File: src/verilog/lmxt_map.vh
`ifndef LMXT_MAP_VH
`define LMXT_MAP_VH
// ****************************************************************
// Operation codes
// ****************************************************************
`define LMXT_OP_AND_BR     5'h00
`define LMXT_OP_OR_BR      5'h01
`define LMXT_OP_XOR_BR     5'h02
`define LMXT_OP_AND_WI     5'h03
`define LMXT_OP_OR_WI      5'h04
`define LMXT_OP_XOR_WI     5'h05
`define LMXT_OP_ZERO_ACC   5'h06
`define LMXT_OP_INV_ACC    5'h07
`define LMXT_OP_ROL        5'h08
`define LMXT_OP_ROLC       5'h09
`define LMXT_OP_ROR        5'h0a
`define LMXT_OP_RORC       5'h0b
`define LMXT_OP_SWAP       5'h0c
`define LMXT_OP_ASR        5'h0d
`define LMXT_OP_LSR        5'h0e
`define LMXT_OP_LSL        5'h0f
`define LMXT_OP_LD_PTR     5'h10
`define LMXT_OP_MOV_DZ     5'h11
`define LMXT_OP_MOV_DO     5'h12
`define LMXT_OP_MOV_DISP   5'h13
`define LMXT_OP_ST_DW      5'h14
`define LMXT_OP_MOV_DD     5'h15
`define LMXT_OP_AND_DIR    5'h16
`define LMXT_OP_OR_DIR     5'h17
`define LMXT_OP_XOR_DIR    5'h18
`define LMXT_OP_MOV_LEG_X  5'h19
// ****************************************************************
// Costs and constants
// ****************************************************************
`define LMXT_PORT_LO       8'h80
`define LMXT_PORT_STEP     8'h10
`define LMXT_PORT_N        8'h04
`define LMXT_PORT_RD_ADD   4'h1
`define LMXT_PORT_WR_ADD   4'h2
`define LMXT_EXT_PAGE_RST  8'h01
`define LMXT_CNT_LAST      4'h1
// ****************************************************************
// Byte lengths (B) and base states (S) per form and opcode mode
// ****************************************************************
`define LMXT_B_BR_BIN      4'h3
`define LMXT_B_BR_SRC      4'h2
`define LMXT_S_BR_BIN      4'h2
`define LMXT_S_BR_SRC      4'h1
`define LMXT_B_WI_BIN      4'h5
`define LMXT_B_WI_SRC      4'h4
`define LMXT_S_WI_BIN      4'h4
`define LMXT_S_WI_SRC      4'h3
`define LMXT_B_ACC         4'h1
`define LMXT_S_ACC         4'h1
`define LMXT_B_SWAP        4'h1
`define LMXT_S_SWAP        4'h2
`define LMXT_B_SH_BIN      4'h3
`define LMXT_B_SH_SRC      4'h2
`define LMXT_S_SH_BIN      4'h2
`define LMXT_S_SH_SRC      4'h1
`define LMXT_B_PTR         4'h3
`define LMXT_S_PTR         4'h2
`define LMXT_B_DX_BIN      4'h5
`define LMXT_B_DX_SRC      4'h4
`define LMXT_S_DX_BIN      4'h5
`define LMXT_S_DX_SRC      4'h4
`define LMXT_B_DISP_BIN    4'h5
`define LMXT_B_DISP_SRC    4'h4
`define LMXT_S_DISP_BIN    4'h6
`define LMXT_S_DISP_SRC    4'h5
`define LMXT_B_STDW_BIN    4'h5
`define LMXT_B_STDW_SRC    4'h4
`define LMXT_S_STDW_BIN    4'h7
`define LMXT_S_STDW_SRC    4'h6
`define LMXT_B_DD          4'h3
`define LMXT_S_DD          4'h3
`define LMXT_B_DIR         4'h2
`define LMXT_S_DIR         4'h2
`define LMXT_B_LEG         4'h1
`define LMXT_S_LEG         4'h5
`endif

File: src/verilog/lmxt_exec.v
`timescale 1ns/1ps
`include "lmxt_map.vh"
// Operation
// - Byte register AND/OR/XOR: 2/1 states
// - Word immediate logic: 5B/4st, 4B/3st
// - Zero and invert accumulator, one state
// - Four accumulator rotates, one state each
// - Nibble swap takes two states
// - Arithmetic right shift keeps sign bit
// - Logical shifts zero fill, 2/1 states
// - Port direct byte read/move adds one
// - Logic write-back to port adds two
// - Data pointer load: 3 bytes, 2 states
// - Doubleword immediate zero/one extended, 5/4
// - Legacy external moves use page register
// - Displaced indirect byte load: 6/5 states
// - Doubleword direct store: 7/6 states
// - Direct to direct move: 3 states
module lmxt_exec
#(
  parameter DW = 32
)
(
  // Clock and reset
  input  wire          I_CLK_SYS,
  input  wire          I_SYS_RST,
  // Configuration
  input  wire          I_SRC_MODE,
  // Request
  input  wire          I_START,
  input  wire [4:0]    I_OP,
  input  wire          I_WORD,
  input  wire [DW-1:0] I_OPND_A,
  input  wire [DW-1:0] I_OPND_B,
  input  wire          I_CARRY,
  input  wire [7:0]    I_DIR_ADDR,
  input  wire [15:0]   I_XADDR,
  input  wire          I_PAGE_WR,
  input  wire [7:0]    I_PAGE_DATA,
  // Answer
  output wire          O_BUSY,
  output reg           O_DONE,
  output reg  [DW-1:0] O_RESULT,
  output reg           O_CARRY,
  output reg  [3:0]    O_BYTES,
  output reg  [3:0]    O_STATES,
  output reg  [23:0]   O_XADDR
);
  // ****************************************************************
  // Helpers
  // ****************************************************************
  // Ports sit on a fixed stride, so a plain range test would also catch the gaps
  function is_port;
    input [7:0] a;
    reg   [7:0] off;
    begin
      off     = a - `LMXT_PORT_LO;
      is_port = (a >= `LMXT_PORT_LO) &&
                (off < `LMXT_PORT_STEP * `LMXT_PORT_N) &&
                ((off % `LMXT_PORT_STEP) == 8'h00);
    end
  endfunction

  wire [3:0] base_bytes;
  wire [3:0] base_states;
  reg        mode_r;
  reg        mode_seen_r;
  reg [7:0]  page_r;
  reg [3:0]  cnt_r;
  reg        busy_r;
  reg [3:0]  extra;
  reg [DW-1:0] res;
  reg        cy;
  // A sum of two 4-bit costs can carry; the widest real total is seven states
  wire [4:0] total_wide;
  wire [3:0] total_states;

  // ****************************************************************
  // Cost lookup
  // ****************************************************************
  lmxt_cost u_cost
  (
    .i_op       (I_OP),
    .i_src_mode (mode_r),
    .o_bytes    (base_bytes),
    .o_states   (base_states)
  );

  // ****************************************************************
  // Port penalty
  // ****************************************************************
  // Only the direct-byte forms pay a penalty; register forms never reach a port
  always @*
  begin
    extra = 4'h0;
    if (is_port(I_DIR_ADDR))
    begin
      case (I_OP)
        `LMXT_OP_AND_DIR, `LMXT_OP_OR_DIR, `LMXT_OP_XOR_DIR:
          extra = `LMXT_PORT_WR_ADD;
        `LMXT_OP_MOV_DD:
          extra = `LMXT_PORT_RD_ADD;
        default:
          extra = 4'h0;
      endcase
    end
  end

  // ****************************************************************
  // Data path
  // ****************************************************************

  always @*
  begin
    res = I_OPND_A;
    cy  = I_CARRY;
    case (I_OP)
      `LMXT_OP_AND_BR, `LMXT_OP_AND_WI, `LMXT_OP_AND_DIR:
        res = I_OPND_A & I_OPND_B;
      `LMXT_OP_OR_BR, `LMXT_OP_OR_WI, `LMXT_OP_OR_DIR:
        res = I_OPND_A | I_OPND_B;
      `LMXT_OP_XOR_BR, `LMXT_OP_XOR_WI, `LMXT_OP_XOR_DIR:
        res = I_OPND_A ^ I_OPND_B;
      // Accumulator-only forms work on the low byte and clear the rest
      `LMXT_OP_ZERO_ACC:
        res = {DW{1'b0}};
      `LMXT_OP_INV_ACC:
        res = {{(DW-8){1'b0}}, ~I_OPND_A[7:0]};
      `LMXT_OP_ROL:
        res = {{(DW-8){1'b0}}, I_OPND_A[6:0], I_OPND_A[7]};
      `LMXT_OP_ROLC:
      begin
        res = {{(DW-8){1'b0}}, I_OPND_A[6:0], I_CARRY};
        cy  = I_OPND_A[7];
      end
      `LMXT_OP_ROR:
        res = {{(DW-8){1'b0}}, I_OPND_A[0], I_OPND_A[7:1]};
      `LMXT_OP_RORC:
      begin
        res = {{(DW-8){1'b0}}, I_CARRY, I_OPND_A[7:1]};
        cy  = I_OPND_A[0];
      end
      `LMXT_OP_SWAP:
        res = {{(DW-8){1'b0}}, I_OPND_A[3:0], I_OPND_A[7:4]};
      `LMXT_OP_ASR:
        res = I_WORD ? {{(DW-16){1'b0}}, I_OPND_A[15], I_OPND_A[15:1]}
                     : {{(DW-8){1'b0}}, I_OPND_A[7], I_OPND_A[7:1]};
      `LMXT_OP_LSR:
        res = I_WORD ? {{(DW-16){1'b0}}, 1'b0, I_OPND_A[15:1]}
                     : {{(DW-8){1'b0}}, 1'b0, I_OPND_A[7:1]};
      `LMXT_OP_LSL:
        res = I_WORD ? {{(DW-16){1'b0}}, I_OPND_A[14:0], 1'b0}
                     : {{(DW-8){1'b0}}, I_OPND_A[6:0], 1'b0};
      `LMXT_OP_LD_PTR:
        res = {{(DW-16){1'b0}}, I_OPND_B[15:0]};
      `LMXT_OP_MOV_DZ:
        res = {{(DW-16){1'b0}}, I_OPND_B[15:0]};
      `LMXT_OP_MOV_DO:
        res = {{(DW-16){1'b1}}, I_OPND_B[15:0]};
      `LMXT_OP_MOV_DISP, `LMXT_OP_MOV_DD, `LMXT_OP_ST_DW:
        res = I_OPND_B;
      default:
        res = I_OPND_A;
    endcase
  end

  // ****************************************************************
  // Sequencer
  // ****************************************************************
  // Busy drops on the edge that raises done, so a new start is taken in the done cycle
  assign O_BUSY = busy_r;
  assign total_wide   = {1'b0, base_states} + {1'b0, extra};
  assign total_states = total_wide[3:0];

  always @(posedge I_CLK_SYS or posedge I_SYS_RST)
  begin
    if (I_SYS_RST)
    begin
      mode_r      <= 1'b0;
      mode_seen_r <= 1'b0;
      page_r      <= `LMXT_EXT_PAGE_RST;
      cnt_r       <= 4'h0;
      busy_r      <= 1'b0;
      O_DONE      <= 1'b0;
      O_RESULT    <= {DW{1'b0}};
      O_CARRY     <= 1'b0;
      O_BYTES     <= 4'h0;
      O_STATES    <= 4'h0;
      O_XADDR     <= 24'h000000;
    end
    else
    begin
      O_DONE <= 1'b0;
      // Mode is latched once, ahead of any instruction, so it cannot change mid-stream
      if (!mode_seen_r)
      begin
        mode_r      <= I_SRC_MODE;
        mode_seen_r <= 1'b1;
      end
      if (I_PAGE_WR)
        page_r <= I_PAGE_DATA;
      if (busy_r)
      begin
        cnt_r <= cnt_r - `LMXT_CNT_LAST;
        if (cnt_r == `LMXT_CNT_LAST)
        begin
          busy_r <= 1'b0;
          O_DONE <= 1'b1;
        end
      end
      else if (I_START && mode_seen_r)
      begin
        O_RESULT <= res;
        O_CARRY  <= cy;
        O_BYTES  <= base_bytes;
        O_STATES <= total_states;
        if (I_OP == `LMXT_OP_MOV_LEG_X)
          O_XADDR <= {page_r, I_XADDR};
        cnt_r    <= total_states;
        busy_r   <= 1'b1;
      end
    end
  end
endmodule // lmxt_exec

File: src/verilog/lmxt_cost.v
`timescale 1ns/1ps
`include "lmxt_map.vh"
// Cost table: bytes and base states per opcode and mode
module lmxt_cost
(
  // Selection
  input  wire [4:0] i_op,
  input  wire       i_src_mode,
  // Cost
  output reg  [3:0] o_bytes,
  output reg  [3:0] o_states
);
  function [3:0] by_mode;
    input       src;
    input [3:0] bin_val;
    input [3:0] src_val;
    begin
      by_mode = src ? src_val : bin_val;
    end
  endfunction

  always @*
  begin
    o_bytes  = `LMXT_B_ACC;
    o_states = `LMXT_S_ACC;
    case (i_op)
      `LMXT_OP_AND_BR, `LMXT_OP_OR_BR, `LMXT_OP_XOR_BR:
      begin
        o_bytes  = by_mode(i_src_mode, `LMXT_B_BR_BIN, `LMXT_B_BR_SRC);
        o_states = by_mode(i_src_mode, `LMXT_S_BR_BIN, `LMXT_S_BR_SRC);
      end
      `LMXT_OP_AND_WI, `LMXT_OP_OR_WI, `LMXT_OP_XOR_WI:
      begin
        o_bytes  = by_mode(i_src_mode, `LMXT_B_WI_BIN, `LMXT_B_WI_SRC);
        o_states = by_mode(i_src_mode, `LMXT_S_WI_BIN, `LMXT_S_WI_SRC);
      end
      `LMXT_OP_ZERO_ACC, `LMXT_OP_INV_ACC,
      `LMXT_OP_ROL, `LMXT_OP_ROLC, `LMXT_OP_ROR, `LMXT_OP_RORC:
      begin
        o_bytes  = `LMXT_B_ACC;
        o_states = `LMXT_S_ACC;
      end
      `LMXT_OP_SWAP:
      begin
        o_bytes  = `LMXT_B_SWAP;
        o_states = `LMXT_S_SWAP;
      end
      `LMXT_OP_ASR, `LMXT_OP_LSR, `LMXT_OP_LSL:
      begin
        o_bytes  = by_mode(i_src_mode, `LMXT_B_SH_BIN, `LMXT_B_SH_SRC);
        o_states = by_mode(i_src_mode, `LMXT_S_SH_BIN, `LMXT_S_SH_SRC);
      end
      `LMXT_OP_LD_PTR:
      begin
        o_bytes  = `LMXT_B_PTR;
        o_states = `LMXT_S_PTR;
      end
      `LMXT_OP_MOV_DZ, `LMXT_OP_MOV_DO:
      begin
        o_bytes  = by_mode(i_src_mode, `LMXT_B_DX_BIN, `LMXT_B_DX_SRC);
        o_states = by_mode(i_src_mode, `LMXT_S_DX_BIN, `LMXT_S_DX_SRC);
      end
      `LMXT_OP_MOV_DISP:
      begin
        o_bytes  = by_mode(i_src_mode, `LMXT_B_DISP_BIN, `LMXT_B_DISP_SRC);
        o_states = by_mode(i_src_mode, `LMXT_S_DISP_BIN, `LMXT_S_DISP_SRC);
      end
      `LMXT_OP_ST_DW:
      begin
        // Sixteen-bit direct address form, so one byte longer than the short form
        o_bytes  = by_mode(i_src_mode, `LMXT_B_STDW_BIN, `LMXT_B_STDW_SRC);
        o_states = by_mode(i_src_mode, `LMXT_S_STDW_BIN, `LMXT_S_STDW_SRC);
      end
      `LMXT_OP_MOV_DD:
      begin
        o_bytes  = `LMXT_B_DD;
        o_states = `LMXT_S_DD;
      end
      `LMXT_OP_AND_DIR, `LMXT_OP_OR_DIR, `LMXT_OP_XOR_DIR:
      begin
        o_bytes  = `LMXT_B_DIR;
        o_states = `LMXT_S_DIR;
      end
      `LMXT_OP_MOV_LEG_X:
      begin
        o_bytes  = `LMXT_B_LEG;
        o_states = `LMXT_S_LEG;
      end
      default:
      begin
        o_bytes  = `LMXT_B_ACC;
        o_states = `LMXT_S_ACC;
      end
    endcase
  end
endmodule // lmxt_cost

File: config.mk
export PLATFORM = sky130hd
export DESIGN_NAME = lmxt_exec
export DESIGN_NICKNAME = d
export VERILOG_FILES = /design/src/verilog/lmxt_exec.v /design/src/verilog/lmxt_cost.v
export VERILOG_INCLUDE_DIRS = /design/src /design/src/verilog
export SDC_FILE = /design/constraint.sdc
export NUM_CORES = 1
export LEC_CHECK = 0
export BUFFER_PORTS_ARGS = -buffer_cell sky130_fd_sc_hd__buf_2
export CELL_PAD_IN_SITES_DETAIL_PLACEMENT = 0
export CELL_PAD_IN_SITES_GLOBAL_PLACEMENT = 1
export CORE_ASPECT_RATIO = 1.4
export CORE_MARGIN = 2
export CORE_UTILIZATION = 44
export DETAILED_ROUTE_END_ITERATION = 8
export PLACE_DENSITY_LB_ADDON = 0.12
export SYNTH_ARGS = -nofsm -noshare
export SYNTH_HDL_FRONTEND = slang
export SYNTH_HIERARCHICAL = 1
export SYNTH_SLANG_ARGS = --single-unit
File: constraint.sdc
create_clock -name I_CLK_SYS -period 7.26 [get_ports I_CLK_SYS]
set_input_delay 1.089 -clock I_CLK_SYS [delete_from_list [all_inputs] [get_ports I_CLK_SYS]]
set_output_delay 1.089 -clock I_CLK_SYS [all_outputs]
set_load 0.01 [all_outputs]
==> flow_summary.toml <==
[clock_network]
cts_tree = "yes"
cts_resized = 0
ctsLongestPathBuffers = 2
hold_buffers = 0
cts_setup_buffers = 0
cts-root-buf = "clkbuf_16"
worstSkewPairLatency_ps = 340
cts_max_level = 3
cts_buffers = 9
path_clk_slew_ps = 70
clock-sinks = 81

[sta]
rsz0062_at_grt = "false"
worstMarginPinSlew_ps = 1230
period_share_pct = 52.1
setup_viol = 0
final-hold-violation-count = 0
relSlewSlack_pct = 17.4
min_period_ps = 3790
maxSlewViolCount = 0
fin_skew_ps = 10.4
setup_tns_ps = 0
max_freq_mhz = 264
whs_ps = 471

[power]
power.density_nw_per_um2 = 231
switchingPower_w = 0.000688
p_int_w = 0.00119
vdd_drop_max_v = 0.000127
p_clk_share_pct = 27.6
p_seq_share_pct = 36.6
p_comb_share_pct = 35.8
p_sw_share_pct = 36.7
p_leak_nw = 4.01

[logic_synthesis]
ys_ff_latch = 81
synth_edf_count = 0
synth_common_cells = "dfrtp_1, inv_1, ha_1, nand2_1, o21ai_0"
synthArstFlopShare_pct = 100
ys_warn_count = 6
syn_area_um2 = 6980
synthCells = 804
ys_seq_area_share_pct = 29.1
avgSynthCellArea_um2 = 8.68
yosys.area.top_type = "dfrtp_1"
synth.most_common_cell = "dfrtp_1"
synthFlopType = "dfrtp_1"
synth_area_leaders = "dfrtp_1, ha_1, mux2_2"
ys_types = 73
synth_top_area_share_pct = 28.7

[setup_path]
worst_ep_arrival_time_ps = 4010
cpPeakStageDelay_ps = 960
regToRegSetupSlack_ps = 4430
worstSetupEndpoint = "O_XADDR[12]"
crit_cells = 4
start_kind = "primary input"
path_max_fanout = 48
startpoint = "I_OP[3]"
reg2reg_to = "O_XADDR[12]"
end_kind = "flop"
r2r-start = "O_BUSY"
crit_chain = "buf_2 > and3b_1 > nand3_1 > mux2_2"
critPathRequiredTime_ps = 7480
crit_type = "in -> reg"
cp_slowest_cell = "nand3_1"
rr_worst_depth = 3
path_delay_family = "simple AND/OR/NAND/NOR gates"
crit_buf_inv = 1

[placement]
placedCellCount = 1118
gp_congestion = 0.931
postPlaceCellArea_um2 = 7790
dp_hpwl_mm = 15.4
port_buffers = 172

[layout]
final_layout_size_suffix_gt1_share_pct = 28.8
design_area_um2 = 8120
n_antenna_cell = 0
final_nets = 1110
utilization_pct = 52.2
instances_no_fill = 1134
syn_to_final_growth_pct = 16.3

[die]
start_util_pct = 44.9
num_rows = 54
pin_count = 175
die-area_um2 = 16900
die_w_um = 110
die_h_um = 153
core_um2 = 15500

[global_routing]
first_global_vias = 6807
grt_usage_pct = 25.7
grt_overflow = 0
grt_max_degree = 62
grt_pass1_wl_mm = 35.5
antenna_found_initial = 0

[route]
antenna_left = 0
drt_iter0_drc = 427
wl_met3_um = 966
wl_per_cell_um = 19.6
wl_met2_mm = 11.3
drc = 0
vias = 6706
drt_first_pass_iters = 5
wl_met1_mm = 9.34
vias_per_cell = 5.91
top_layer_used = "met4"
wl_mm = 22.3

[hold_path]
hold_class = "reg -> reg"

[run_status]
status = "finished clean"

[run]
drv_cap = 0
## metal layers
layer	GRT usage [%]	up-vias
li1	-	3161
met1	31.9	3252
met2	45.7	242
met3	3.09	51
met4	9.52	0
met5	0	-
## worst min-delay path, stage by stage, from the launching register on
cell and delay (ps):
dfrtp_1 340, nand2_1 50, nand2_1 50
## final cells by class
cell class | count | area [um^2]
Fill cell | 1474 | 7420
Multi-Input combinational cell | 586 | 4310
Sequential cell | 81 | 2030
Timing Repair Buffer | 180 | 921
Inverter | 75 | 283
Tap cell | 196 | 245
Clock buffer | 9 | 225
Clock inverter | 7 | 105
## kinds of logic (layout without fill, tap and decap cells)
kind of cell,after synthesis,after routing,synth area share [%]
and+or+nand+nor,236,236,18.0
xor gates and xnor gates,6,6,0.861
muxes,43,43,6.83
other,2,3,0.108
AOI/OAI and AO/OA,229,229,23.4
adders and majority gates,69,69,12.5
buffers and inverters,138,271,9.23
DFF,81,81,29.1
## cells in the final DEF, fill, tap and decap left out, types with 7 or more instances in the layout
cell,netlist,final
a221oi_1,8,8
o22ai_1,7,7
buf_4,11,8
buf_2,25,172
o21ai_0,51,51
nor2_1,31,31
a31oi_1,20,20
ha_1,68,68
and2_1,8,8
clkbuf_16,0,9
o211ai_1,8,8
inv_1,75,74
dfrtp_1,80,80
a221oi_2,13,13
or3_1,21,21
or2_2,11,11
o31a_1,8,8
nand4_1,15,15
a21oi_1,50,50
nor3_1,13,13
nand2_1,60,60
o221ai_1,8,8
nand3_1,32,32
nor2b_1,10,10
mux2_2,37,37
## flip-flops by register name (all words and copies together), names as in the netlist
| name | count |
|---|---|
| O_BYTES | 4 |
| mode_r | 1 |
| mode_seen_r | 1 |
| O_DONE | 1 |
| O_BUSY | 1 |
| O_CARRY | 1 |
| O_RESULT | 32 |
| cnt_r | 4 |
| page_r | 8 |
| O_XADDR | 24 |
| O_STATES | 4 |
## power groups by stage
| stage | clock network [W] | registers [W] | logic, W |
|---|---|---|---|
| after floorplan | 0 | 0.000742 | 0.000346 |
| after global placement | 0 | 0.000688 | 0.000655 |
| after detailed placement | 0 | 0.000694 | 0.000675 |
| after CTS | 0.000531 | 0.000687 | 0.000677 |
| after global routing | 0.000545 | 0.000708 | 0.000745 |
| final | 0.000518 | 0.000687 | 0.000671 |
## metrics by stage
step	setup slack (ps)	total power, W
2_1_floorplan	4090	0.00109
3_3_place_gp	3150	0.00134
3_5_place_dp	3110	0.00137
4_1_cts	3490	0.00189
5_1_grt	3230	0.00200
6_report	3470	0.00188
## worst min-delay path by stage
stage | from | slack, ps | end | depth (start not counted)
after detailed placement | O_STATES[0] | 460 | O_STATES[0] | 2
after floorplan | cnt_r[3] | 440 | O_DONE | 1
after global placement | O_BYTES[3] | 450 | O_BYTES[3] | 2
after CTS | O_STATES[0] | 470 | O_STATES[0] | 2
final | O_STATES[0] | 470 | O_STATES[0] | 2
after global routing | O_BYTES[0] | 500 | O_BYTES[0] | 2
(Power assumes the default switching activity.)
